### src/common/eft_pkg.sv
package eft_pkg;

  // Register offsets in the paged register file.
  localparam logic [7:0] OFS_CAP_ONE_HIGH = 8'hF0;
  localparam logic [7:0] OFS_CAP_ONE_LOW  = 8'hF1;
  localparam logic [7:0] OFS_CAP_TWO_HIGH = 8'hF2;
  localparam logic [7:0] OFS_CAP_TWO_LOW  = 8'hF3;
  localparam logic [7:0] OFS_CNT_HIGH     = 8'hF4;
  localparam logic [7:0] OFS_CNT_LOW      = 8'hF5;
  localparam logic [7:0] OFS_ALT_HIGH     = 8'hF6;
  localparam logic [7:0] OFS_ALT_LOW      = 8'hF7;
  localparam logic [7:0] OFS_CMP_ONE_HIGH = 8'hF8;
  localparam logic [7:0] OFS_CMP_ONE_LOW  = 8'hF9;
  localparam logic [7:0] OFS_CMP_TWO_HIGH = 8'hFA;
  localparam logic [7:0] OFS_CMP_TWO_LOW  = 8'hFB;
  localparam logic [7:0] OFS_CONTROL_ONE  = 8'hFC;
  localparam logic [7:0] OFS_CONTROL_TWO  = 8'hFD;
  localparam logic [7:0] OFS_TIMER_FLAGS  = 8'hFE;
  localparam logic [7:0] OFS_CONTROL_THREE = 8'hFF;

  // Reset values and the counter maximum.
  localparam logic [15:0] CNT_RESET_VALUE = 16'hFFFC;
  localparam logic [15:0] CNT_MAX_VALUE   = 16'hFFFF;
  localparam logic [7:0]  CMP_HIGH_RESET  = 8'h80;
  localparam logic [7:0]  CMP_LOW_RESET   = 8'h00;
  localparam logic [7:0]  CONTROL_RESET   = 8'h00;

  // Control one bit positions.
  localparam int CAPTURE_IRQ_ENABLE_BIT  = 7;
  localparam int COMPARE_IRQ_ENABLE_BIT  = 6;
  localparam int OVERFLOW_IRQ_ENABLE_BIT = 5;
  localparam int EDGE_ONE_BIT            = 1;

  // Control two bit positions.
  localparam int CLOCK_SEL_LSB = 2;
  localparam int EDGE_TWO_BIT  = 1;
  localparam int EXT_EDGE_BIT  = 0;

  // Control three bit positions.
  localparam int OVERFLOW_SEL_BIT  = 3;
  localparam int COMPARE_SEL_BIT   = 2;
  localparam int CAPTURE_SEL_BIT   = 1;
  localparam int GLOBAL_IRQ_SEL_BIT = 0;
  localparam logic [7:0] CONTROL_THREE_MASK = 8'h0F;

  // Flag vector indices; the status byte is the flag vector above three zero bits.
  localparam int FLAG_COUNT   = 5;
  localparam int FLAG_CMP_TWO = 0;
  localparam int FLAG_CAP_TWO = 1;
  localparam int FLAG_OVF     = 2;
  localparam int FLAG_CMP_ONE = 3;
  localparam int FLAG_CAP_ONE = 4;

  // Prescaler divisions.
  localparam logic [1:0] CLK_DIV4 = 2'h0;
  localparam logic [1:0] CLK_DIV2 = 2'h1;
  localparam logic [1:0] CLK_DIV8 = 2'h2;
  localparam logic [1:0] CLK_EXT  = 2'h3;

endpackage

### src/common/eft_flags_if.sv
`timescale 1ns/1ns
`default_nettype none
interface eft_flags_if;
  logic [4:0] setEvent;
  logic [4:0] lowAccess;
  logic       statusAccess;
  logic [4:0] flags;

  modport timer (output setEvent, output lowAccess, output statusAccess, input flags);
  modport unit  (input setEvent, input lowAccess, input statusAccess, output flags);
endinterface
`default_nettype wire

### src/rtl/eft_flag_unit.sv
`timescale 1ns/1ns
`default_nettype none
module eft_flag_unit
  import eft_pkg::*;
(
  // Clock and reset.
  input wire logic clk,
  input wire logic srst,
  // Flag handshake.
  eft_flags_if.unit fl
);

  logic [FLAG_COUNT-1:0] armed;
  logic [FLAG_COUNT-1:0] flagReg;

  assign fl.flags = flagReg;

  genvar i;
  generate
    for (i = 0; i < FLAG_COUNT; i++) begin : gFlag
      // A status access arms only flags already set; a later low-byte access clears armed ones.
      always_ff @(posedge clk) begin
        if (srst) begin
          armed[i] <= 1'b0;
        end else if (fl.statusAccess) begin
          armed[i] <= flagReg[i];
        end else if (fl.lowAccess[i]) begin
          armed[i] <= 1'b0;
        end
      end

      // A new event wins over a clear in the same cycle.
      always_ff @(posedge clk) begin
        if (srst) begin
          flagReg[i] <= 1'b0;
        end else if (fl.setEvent[i]) begin
          flagReg[i] <= 1'b1;
        end else if (fl.lowAccess[i] && armed[i]) begin
          flagReg[i] <= 1'b0;
        end
      end
    end
  endgenerate

endmodule // eft_flag_unit
`default_nettype wire

### src/rtl/eft_timer.sv
// Behaviour
// - One capture enable covers both captures; pin two's selected edge always captures.
// - A flag clears after a status access then its matching low-byte access.
// - Three controls, one status and six 16-bit pairs split into bytes.
// - Each capture event copies the counter into that capture's read-only pair.
// - Counter resets to FFFC; high read-only, low writable; alternate pair mirrors it.
// - Writing either counter low byte resets the free-running counter.
// - Counter low access after a status access clears the overflow flag.
// - Alternate counter low access never clears the overflow flag.
// - Compares are writable pairs, reset 8000, matched against the counter.
// - Status holds five flags in bits 7 to 3; bits 2 to 0 read zero.
// - Overflow flag sets when the counter rolls from FFFF to zero.
// - Control three bit 0 picks the global timer interrupt when set.
`timescale 1ns/1ns
`default_nettype none
module eft_timer
  import eft_pkg::*;
(
  // Clock and reset.
  input  wire logic       clk,
  input  wire logic       srst,
  // Register file port.
  input  wire logic [7:0] regAddr,
  input  wire logic       regRead,
  input  wire logic       regWrite,
  input  wire logic [7:0] regWdata,
  output var  logic [7:0] regRdata,
  output var  logic       regRdataValid,
  // Pins.
  input  wire logic       capturePinOne,
  input  wire logic       capturePinTwo,
  input  wire logic       extClockPin,
  // Interrupt requests.
  output var  logic       globalIrq,
  output var  logic       captureIrq,
  output var  logic       compareIrq,
  output var  logic       overflowIrq,
  // Timer state to waveform logic.
  output var  logic [15:0] counterValue,
  output var  logic       compareOneMatch,
  output var  logic       compareTwoMatch
);

  function automatic logic hit(input logic [7:0] addr, input logic [7:0] ofs, input logic acc);
    hit = acc && (addr == ofs);
  endfunction

  eft_flags_if fl ();

  eft_flag_unit uFlags (
    .clk  (clk),
    .srst (srst),
    .fl   (fl.unit)
  );

  logic        access;
  logic [7:0]  controlOne;
  logic [7:0]  controlTwo;
  logic [7:0]  controlThree;
  logic [15:0] counter;
  logic [15:0] captureOne;
  logic [15:0] captureTwo;
  logic [15:0] compareOne;
  logic [15:0] compareTwo;
  logic [1:0]  compareLive;
  logic        counterMoved;
  logic [2:0]  capOneSync;
  logic [2:0]  capTwoSync;
  logic [2:0]  extSync;
  logic        capOneEvent;
  logic        capTwoEvent;
  logic        extEvent;
  logic [2:0]  prescale;
  logic        tick;
  logic        counterReset;
  logic        overflowEvent;
  logic [1:0]  compareHit;
  logic [4:0]  enabledFlags;
  logic [7:0]  next_rdata;

  assign access = regRead || regWrite;

  // Control registers.
  always_ff @(posedge clk) begin
    if (srst) begin
      controlOne   <= CONTROL_RESET;
      controlTwo   <= CONTROL_RESET;
      controlThree <= CONTROL_RESET;
    end else begin
      if (hit(regAddr, OFS_CONTROL_ONE, regWrite)) begin
        controlOne <= regWdata;
      end
      if (hit(regAddr, OFS_CONTROL_TWO, regWrite)) begin
        controlTwo <= regWdata;
      end
      if (hit(regAddr, OFS_CONTROL_THREE, regWrite)) begin
        controlThree <= regWdata & CONTROL_THREE_MASK;
      end
    end
  end

  // Pin synchronisers; the third stage only feeds edge detection.
  always_ff @(posedge clk) begin
    if (srst) begin
      capOneSync <= 3'h0;
      capTwoSync <= 3'h0;
      extSync    <= 3'h0;
    end else begin
      capOneSync <= {capOneSync[1:0], capturePinOne};
      capTwoSync <= {capTwoSync[1:0], capturePinTwo};
      extSync    <= {extSync[1:0], extClockPin};
    end
  end

  assign capOneEvent = controlOne[EDGE_ONE_BIT] ? (capOneSync[1] && !capOneSync[2])
                                                : (!capOneSync[1] && capOneSync[2]);
  // Pin two captures on its edge whatever the pin is used for elsewhere.
  assign capTwoEvent = controlTwo[EDGE_TWO_BIT] ? (capTwoSync[1] && !capTwoSync[2])
                                                : (!capTwoSync[1] && capTwoSync[2]);
  assign extEvent    = controlTwo[EXT_EDGE_BIT] ? (extSync[1] && !extSync[2])
                                                : (!extSync[1] && extSync[2]);

  // Prescaler producing one counter tick every 2, 4 or 8 clocks, or one per external clock edge.
  always_ff @(posedge clk) begin
    if (srst) begin
      prescale <= 3'h0;
    end else begin
      prescale <= prescale + 3'h1;
    end
  end

  always_comb begin
    case (controlTwo[CLOCK_SEL_LSB +: 2])
      CLK_DIV4: tick = (prescale[1:0] == 2'h3);
      CLK_DIV2: tick = prescale[0];
      CLK_DIV8: tick = (prescale == 3'h7);
      CLK_EXT:  tick = extEvent;
      default:  tick = 1'b0;
    endcase
  end

  // Free-running counter.
  assign counterReset = hit(regAddr, OFS_CNT_LOW, regWrite) || hit(regAddr, OFS_ALT_LOW, regWrite);
  assign overflowEvent = tick && !counterReset && (counter == CNT_MAX_VALUE);

  always_ff @(posedge clk) begin
    if (srst) begin
      counter      <= CNT_RESET_VALUE;
      counterMoved <= 1'b0;
    end else if (counterReset) begin
      counter      <= CNT_RESET_VALUE;
      counterMoved <= 1'b1;
    end else begin
      counter      <= tick ? counter + 16'h0001 : counter;
      counterMoved <= tick;
    end
  end

  // Input captures copy the counter.
  always_ff @(posedge clk) begin
    if (capOneEvent) begin
      captureOne <= counter;
    end
    if (capTwoEvent) begin
      captureTwo <= counter;
    end
  end

  // Compare registers; writing a high byte holds off matching until the low byte is written.
  always_ff @(posedge clk) begin
    if (srst) begin
      compareOne  <= {CMP_HIGH_RESET, CMP_LOW_RESET};
      compareTwo  <= {CMP_HIGH_RESET, CMP_LOW_RESET};
      compareLive <= 2'h3;
    end else begin
      if (hit(regAddr, OFS_CMP_ONE_HIGH, regWrite)) begin
        compareOne[15:8] <= regWdata;
        compareLive[0]   <= 1'b0;
      end
      if (hit(regAddr, OFS_CMP_ONE_LOW, regWrite)) begin
        compareOne[7:0] <= regWdata;
        compareLive[0]  <= 1'b1;
      end
      if (hit(regAddr, OFS_CMP_TWO_HIGH, regWrite)) begin
        compareTwo[15:8] <= regWdata;
        compareLive[1]   <= 1'b0;
      end
      if (hit(regAddr, OFS_CMP_TWO_LOW, regWrite)) begin
        compareTwo[7:0] <= regWdata;
        compareLive[1]  <= 1'b1;
      end
    end
  end

  assign compareHit[0] = counterMoved && compareLive[0] && (counter == compareOne);
  assign compareHit[1] = counterMoved && compareLive[1] && (counter == compareTwo);

  always_ff @(posedge clk) begin
    if (srst) begin
      compareOneMatch <= 1'b0;
      compareTwoMatch <= 1'b0;
      counterValue    <= CNT_RESET_VALUE;
    end else begin
      compareOneMatch <= compareHit[0];
      compareTwoMatch <= compareHit[1];
      counterValue    <= counter;
    end
  end

  // Flag events and two-step clearing.
  assign fl.setEvent[FLAG_CAP_ONE] = capOneEvent;
  assign fl.setEvent[FLAG_CMP_ONE] = compareHit[0];
  assign fl.setEvent[FLAG_OVF]     = overflowEvent;
  assign fl.setEvent[FLAG_CAP_TWO] = capTwoEvent;
  assign fl.setEvent[FLAG_CMP_TWO] = compareHit[1];
  assign fl.statusAccess = hit(regAddr, OFS_TIMER_FLAGS, access);
  assign fl.lowAccess[FLAG_CAP_ONE] = hit(regAddr, OFS_CAP_ONE_LOW, access);
  assign fl.lowAccess[FLAG_CMP_ONE] = hit(regAddr, OFS_CMP_ONE_LOW, access);
  // Only the main counter low byte clears overflow; the alternate one is left out.
  assign fl.lowAccess[FLAG_OVF]     = hit(regAddr, OFS_CNT_LOW, access);
  assign fl.lowAccess[FLAG_CAP_TWO] = hit(regAddr, OFS_CAP_TWO_LOW, access);
  assign fl.lowAccess[FLAG_CMP_TWO] = hit(regAddr, OFS_CMP_TWO_LOW, access);

  // Interrupt routing.
  always_comb begin
    enabledFlags = 5'h00;
    enabledFlags[FLAG_CAP_ONE] = fl.flags[FLAG_CAP_ONE] && controlOne[CAPTURE_IRQ_ENABLE_BIT];
    enabledFlags[FLAG_CAP_TWO] = fl.flags[FLAG_CAP_TWO] && controlOne[CAPTURE_IRQ_ENABLE_BIT];
    enabledFlags[FLAG_CMP_ONE] = fl.flags[FLAG_CMP_ONE] && controlOne[COMPARE_IRQ_ENABLE_BIT];
    enabledFlags[FLAG_CMP_TWO] = fl.flags[FLAG_CMP_TWO] && controlOne[COMPARE_IRQ_ENABLE_BIT];
    enabledFlags[FLAG_OVF]     = fl.flags[FLAG_OVF] && controlOne[OVERFLOW_IRQ_ENABLE_BIT];
  end

  always_ff @(posedge clk) begin
    if (srst) begin
      globalIrq   <= 1'b0;
      captureIrq  <= 1'b0;
      compareIrq  <= 1'b0;
      overflowIrq <= 1'b0;
    end else if (controlThree[GLOBAL_IRQ_SEL_BIT]) begin
      globalIrq   <= |enabledFlags;
      captureIrq  <= 1'b0;
      compareIrq  <= 1'b0;
      overflowIrq <= 1'b0;
    end else begin
      globalIrq   <= 1'b0;
      captureIrq  <= controlThree[CAPTURE_SEL_BIT] &&
                     (enabledFlags[FLAG_CAP_ONE] || enabledFlags[FLAG_CAP_TWO]);
      compareIrq  <= controlThree[COMPARE_SEL_BIT] &&
                     (enabledFlags[FLAG_CMP_ONE] || enabledFlags[FLAG_CMP_TWO]);
      overflowIrq <= controlThree[OVERFLOW_SEL_BIT] && enabledFlags[FLAG_OVF];
    end
  end

  // Read multiplexer over the byte-wide register map.
  always_comb begin
    case (regAddr)
      OFS_CAP_ONE_HIGH:  next_rdata = captureOne[15:8];
      OFS_CAP_ONE_LOW:   next_rdata = captureOne[7:0];
      OFS_CAP_TWO_HIGH:  next_rdata = captureTwo[15:8];
      OFS_CAP_TWO_LOW:   next_rdata = captureTwo[7:0];
      OFS_CNT_HIGH:      next_rdata = counter[15:8];
      OFS_CNT_LOW:       next_rdata = counter[7:0];
      OFS_ALT_HIGH:      next_rdata = counter[15:8];
      OFS_ALT_LOW:       next_rdata = counter[7:0];
      OFS_CMP_ONE_HIGH:  next_rdata = compareOne[15:8];
      OFS_CMP_ONE_LOW:   next_rdata = compareOne[7:0];
      OFS_CMP_TWO_HIGH:  next_rdata = compareTwo[15:8];
      OFS_CMP_TWO_LOW:   next_rdata = compareTwo[7:0];
      OFS_CONTROL_ONE:   next_rdata = controlOne;
      OFS_CONTROL_TWO:   next_rdata = controlTwo;
      OFS_TIMER_FLAGS:   next_rdata = {fl.flags, 3'h0};
      OFS_CONTROL_THREE: next_rdata = controlThree;
      default:           next_rdata = 8'h00;
    endcase
  end

  always_ff @(posedge clk) begin
    if (srst) begin
      regRdata      <= 8'h00;
      regRdataValid <= 1'b0;
    end else begin
      regRdata      <= regRead ? next_rdata : 8'h00;
      regRdataValid <= regRead;
    end
  end

endmodule // eft_timer
`default_nettype wire

### config.mk
export PLATFORM = sky130hd
export DESIGN_NAME = eft_timer
export DESIGN_NICKNAME = d
export VERILOG_FILES = /design/src/common/eft_pkg.sv /design/src/common/eft_flags_if.sv /design/src/rtl/eft_flag_unit.sv /design/src/rtl/eft_timer.sv
export SDC_FILE = /design/constraint.sdc
export NUM_CORES = 1
export LEC_CHECK = 0
export BUFFER_PORTS_ARGS = -buffer_cell sky130_fd_sc_hd__buf_4
export CAP_MARGIN = 10
export CORE_ASPECT_RATIO = 0.7
export CORE_UTILIZATION = 45
export CTS_CLUSTER_SIZE = 24
export DETAILED_ROUTE_END_ITERATION = 12
export GPL_TIMING_DRIVEN = 1
export PLACE_DENSITY_LB_ADDON = 0.3
export SETUP_SLACK_MARGIN = 0.1
export SYNTH_ARGS = -nofsm -noshare
export SYNTH_HDL_FRONTEND = slang
export SYNTH_SLANG_ARGS = --single-unit
### constraint.sdc
create_clock -name clk -period 2.1 [get_ports clk]
set_clock_uncertainty 0.05 [all_clocks]
set_input_delay 0 -clock clk [delete_from_list [all_inputs] [get_ports clk]]
set_output_delay 0 -clock clk [all_outputs]
set_load 0.01 [all_outputs]
Yosys cells after proc, flatten, opt, wreduce, memory -nomap -nowiden

Index checks and enable logic that the tools add are counted.

$add $sub $neg: 2
Equality and inequality tests: 24
Multiplexer cells: 26
Bitwise gates (word level): 2
Reduce and logical (&&, ||, !) cells: 71

Operator list:

| operator                                            | count |
|---|---|
| equality test 8 bit, second input constant          | 16 |
| case mux 8 bit (14 select lines)                    | 1 |
| logical AND 1 bit                                   | 40 |
| equality test 16 bit                                | 2 |
| 2-to-1 mux 1 bit                                    | 24 |
| nonzero test 2 bit                                  | 10 |
| adder 16 x 1 -> 16 bit, second input constant       | 1 |
| equality test 16 bit, second input constant         | 1 |
| OR reduction 2 bit                                  | 8 |
| zero test 1 bit                                     | 7 |
| equality test 2 bit, second input constant          | 3 |
| OR reduction 5 bit                                  | 1 |
| logical OR 1 bit                                    | 4 |
| case mux 1 bit (4 select lines)                     | 1 |
| adder 3 x 1 -> 3 bit, second input constant         | 1 |
| equality test 3 bit, second input constant          | 1 |
| equality test 2 x 1 -> 1 bit, second input constant | 1 |
| zero test 2 bit                                     | 1 |
| inverter 1 bit                                      | 2 |

Register bits after elaboration: 156
Output and inout bits: 31
Word-level logic and storage cells: 161

Longest topological paths before layout

Word-level depth: 7
Depth in mapped cells: 8
Depth with buffers taken out: 7

Cells and area by module

Synthesis repeated with hierarchy kept, for this count alone.

Cell total of the unflattened synthesis: 728
Area, all modules: 6925.4 µm²

Modules (own cells, without submodules):

| module        | times used | cells an instance | area an instance (µm²) | sequential area each (µm²) |
|---|---|---|---|---|
| eft_timer     | 1          | 686               | 6541.3                 | 3243.1 |
| eft_flag_unit | 1          | 42                | 384.1                  | 200.2 |

Least setup slack after synthesis

No wires, ideal clock.

Kind: register -> register
From: register capOneSync[1]
To: register captureOne[0] (enable)
Data arrival time: 1.649 ns
Required time: 1.636 ns
Setup slack: -0.013 ns
Cell stages (with the launch flop): 3
Path buffers: 0
Clock period less this slack: 2.113 ns
Cell sequence: dfxtp_1 > nand2b_1 > o21ai_0

Word-level cells in the longest chain between the ends: 3
Elaborated cells between the ends (all ways): 4

RTL lines:

| element                  | RTL line         | RTL |
|---|---|---|
| start: declaration       | eft_timer.sv:67  | `logic [2:0] capOneSync;` |
| start signal: assignment | eft_timer.sv:109 | `capOneSync <= {capOneSync[1:0], capturePinOne};` |
| zero test 1 bit          | eft_timer.sv:116 | `: (!capOneSync[1] && capOneSync[2]);` |
| logical AND 1 bit        | eft_timer.sv:116 |  |
| 2-to-1 mux 1 bit (*)     | eft_timer.sv:115 | `assign capOneEvent = controlOne[EDGE_ONE_BIT] ? (capOneSync[1] && !capOneSync[2])` |
| net capOneEvent          | eft_timer.sv:70  | `logic capOneEvent;` |
| end signal: assignment   | eft_timer.sv:162 | `captureOne <= counter;` |
| end: declaration         | eft_timer.sv:61  | `logic [15:0] captureOne;` |

The timed path passes the listed nets; every way through them passes the cells marked *.
A chain may end at the register's enable or synchronous reset.

Worst setup path after layout

From: input regAddr[3]
To: register controlOne[7]

Word-level cells in the longest chain between the ends: 2

RTL lines:

| element                | RTL line        | RTL |
|---|---|---|
| start: declaration     | eft_timer.sv:23 | `input wire logic [7:0] regAddr,` |
| equality test 8 bit    | eft_timer.sv:45 | `hit = acc && (addr == ofs);` |
| logical AND 1 bit      | eft_timer.sv:45 |  |
| end signal: assignment | eft_timer.sv:91 | `controlOne <= regWdata;` |
| end: declaration       | eft_timer.sv:57 | `logic [7:0] controlOne;` |

Every way passes these cells.

==> results.py <==
metrics = {
    "outcome": {
        "status": "completed",
    },
    "yosys": {
        "synth_top_area_share_pct": 36.57,
        "syn_inst": 671,
        "synth_top_family_by_area": "simple AND/OR/NAND/NOR gates",
        "synth.avg_cell_area_um2": 10.12,
        "yosys.area_share.adder_pct": 0.5530,
        "synth_seq_cells": 156,
        "post-synth-top-area-cell": "dfxtp_1",
        "ys_seq_area_share_pct": 50.73,
        "async_flop_share_pct": 0,
        "synth_flop_cell": "dfxtp_1",
        "synth_nets": 697,
        "synth_xor_area_share_pct": 4.774,
        "synth_cell_types": 64,
        "muxShareOfSynthArea_pct": 11.72,
        "synth_area_um2": 6788,
        "yosys.area_share.simple_pct": 17.35,
        "synth.area.top_cells": "dfxtp_1, edfxtp_1, mux2i_1",
        "yosysWarningCount": 0,
        "synth_compound_area_share_pct": 11.12,
        "synth-edff-count": 32,
    },
    "sta": {
        "hold_violations": 0,
        "finalSetupViolations": 0,
        "fmax_mhz": 507.2,
        "whs_ps": 170.5,
        "rsz0062_at_grt": "yes",
        "fin_setup_tns_ps": 0,
        "relSlewSlack_pct": 58.97,
        "period_needed_ps": 1972,
        "finalMaxSlewViolations": 0,
        "tightest_slew_ps": 610.7,
        "post-route-period-util_pct": 93.88,
    },
    "setup_path": {
        "crit_path_cell_trace": "dlygate4sd3_1 > buf_4 > nand2_1 > nor2_1 > buf_4 > nand3_2 > mux2i_1 > nor2_1",
        "arrival_ps": 2210,
        "worstPathRequired_ps": 2340,
        "slowest_delay_ps": 530,
        "ff2ff_setup_slack_ps": 130,
        "cp_max_fo": 23,
        "slowest_stage": "dlygate4sd3_1",
        "critical-path-top-delay-family": "buffers and inverters",
        "end_kind": "flip-flop",
        "path_class": "input pin to flip-flop",
        "start_kind": "input pin",
        "critPathBufInv": 3,
    },
    "power_and_ir_drop": {
        "power_mw": 6.285,
        "leakage_nw": 3.463,
        "clockPowerShare_pct": 45.2,
        "p_int_mw": 4.740,
        "power_frac_seq_pct": 49.1,
        "switchingPower_mw": 1.545,
        "vdd_drop_max_v": 0.0004700,
        "switching_share_pct": 24.58,
        "power_frac_comb_pct": 5.6,
        "power.density_nw_per_um2": 747.0,
    },
    "floorplanning": {
        "die_x_um": 148.8,
        "pin_count": 54,
        "fp-row-count": 37,
        "die_area_um2": 15590,
        "start_util_pct": 46.11,
        "core_area_um2": 14720,
        "dieHeight_um": 104.8,
    },
    "global_route": {
        "track_usage_pct": 27.66,
        "use_met2_pct": 41.22,
        "antenna_found_initial": 0,
        "grt_remaining_overflow": 0,
        "grt_pass1_vias": 5470,
        "grt_max_degree": 46,
        "grtUsageMet1_pct": 39.65,
        "top_usage_layer": "met2",
        "grt_pass1_wl_um": 31780,
        "grt_use_met3_pct": 6.332,
    },
    "route": {
        "detail_route.wl_per_cell_um": 21.31,
        "drt_iter0_markers": 706,
        "ant_nets": 0,
        "dr.pass1.iters": 6,
        "finalWirelength_um": 20650,
        "vias": 5652,
        "drc": 0,
        "avgViaCountPerCell": 5.833,
    },
    "run": {
        "cap_violations": 0,
    },
    "final_layout": {
        "drive_gt1_share_pct": 23.13,
        "post-route-util_pct": 57.15,
        "final_nets": 787,
        "area_growth_pct": 23.94,
        "final_cell_mix": "dfxtp_1, buf_4, nor2_1",
        "n_fill_cell": 1271,
        "final_common_cell": "dfxtp_1",
        "num_antenna_cells": 0,
    },
    "cts": {
        "cts-root-buf": "clkbuf_16",
        "cts_tree": "done",
        "clkTransAtPathRegs_ps": 60,
        "clkLatencyLatePin_ps": 430,
        "htree_num_levels": 4,
        "cts_sinks": 156,
        "clk_path_buf_depth": 2,
        "cts_buffers": 17,
    },
    "placed_design": {
        "portBuffers": 53,
        "hpwlAfterDp_um": 14140,
        "gp_congestion": 0.9131,
    },
    "hold_path": {
        "hold_class": "input pin to flip-flop",
    },
}
[power by group through the flow]
stage	logic [mW]	clock network, mW	registers (mW)
finish	0.354	2.84	3.09
global route	0.376	3.02	3.09
CTS	0.340	2.87	3.08
detailed placement	0.308	0	3.15
global placement	0.304	0	3.15
floorplan	0.169	0	3.15
[flip-flops by register name, indices dropped and copies added, names as in the netlist, 2 cells and up]
name and count:
capOneSync 3, capTwoSync 3, captureOne 16, captureTwo 16, compareLive 2, compareOne 16
compareTwo 16, controlOne 8, controlThree 4, controlTwo 8, counter 16, counterValue 16
extSync 3, prescale 3, regRdata 8, uFlags.armed 5, uFlags.fl.flags 5
[worst reg2reg max path, stage by stage (launching register included)]
cell and delay (ps):
dfxtp_1 560, mux2i_4 350, o21ai_4 90, buf_4 150, o2111ai_4 290, buf_4 180, nor3_1 40, nand3b_1 140
[worst paths after layout]
check / startpoint / end / depth (start not counted)
worst max register to register: controlTwo[3]$_SDFFE_PP0P_ / counter[5]$_SDFFE_PP1P_ / 7
worst min-delay path: regAddr[4] / regRdata[4]$_SDFF_PP0_ / 4
worst min register to register: capOneSync[0]$_SDFF_PP0_ / capOneSync[1]$_SDFF_PP0_ / 1
worst max-delay path: regAddr[3] / controlOne[7]$_SDFFE_PP0P_ / 8
[metrics by stage]
step | instance area (µm²) | std cells | setup WS [ps]
global route | 8413 | 969 | 66.91
detailed placement | 7538 | 912 | 63.48
CTS | 8342 | 968 | 84.13
finish | 8413 | 969 | 128.4
floorplan | 6788 | 671 | 223.8
global placement | 7538 | 912 | 135.8
[cell type report]
class | instances | area [µm²] | area share, %
Inverter | 9 | 33.78 | 0.4015
Tap cell | 195 | 244.0 | 2.900
Clock buffer | 17 | 425.4 | 5.057
Timing Repair Buffer | 121 | 952.2 | 11.32
Clock inverter | 15 | 115.1 | 1.368
Sequential cell | 156 | 3448 | 40.99
Multi-Input combinational cell | 456 | 3194 | 37.97
[per-layer routing]
| layer | up-vias | wire, µm |
|---|---|---|
| met1 | 2711 | 9129 |
| met5 | - | 0 |
| met3 | 33 | 2093 |
| met4 | 0 | 432 |
| met2 | 318 | 8998 |
| li1 | 2590 | - |
[cell families (layout without fill, tap and decap cells)]
logic type | Yosys count | in the layout
xor gates and xnor gates | 37 | 37
AOI/OAI and AO/OA | 109 | 110
muxes | 75 | 75
adders and majority gates | 3 | 3
and+or+nand+nor | 231 | 231
buffers and inverters | 60 | 162
DFF | 156 | 156
[cells in the mapped netlist, types with 4 or more instances]
library cell and instances:
clkbuf_1 27, buf_2 17, a31oi_1 11, inv_1 8, xnor2_1 24, o211ai_1 5, a211oi_1 4, a32o_1 4
nor2_1 70, or4_1 4, or3_1 6, dfxtp_1 124, and3_1 6, nand4_1 11, nand2_1 38, nand3b_1 7
xor2_1 13, mux2i_1 66, nor2b_1 19, mux2_2 6, buf_1 5, edfxtp_1 32, nor3_1 5, nor4_1 7
a22oi_1 8, a21oi_1 21, nand3_1 29, a221oi_1 4, o21ai_0 23, or2_2 11
[timing repair]
item | CTS | global route
setup buffers | 6 | 1
resized for setup | 6 | 13
hold buffers | 16 | 0
gates cloned | 2 | 0
endpoints found under the setup margin | 5 | 13
endpoints found under the hold margin | 65 | 0
pin swaps | 4 | 4
Note: power is estimated with default switching activity, not from simulation.
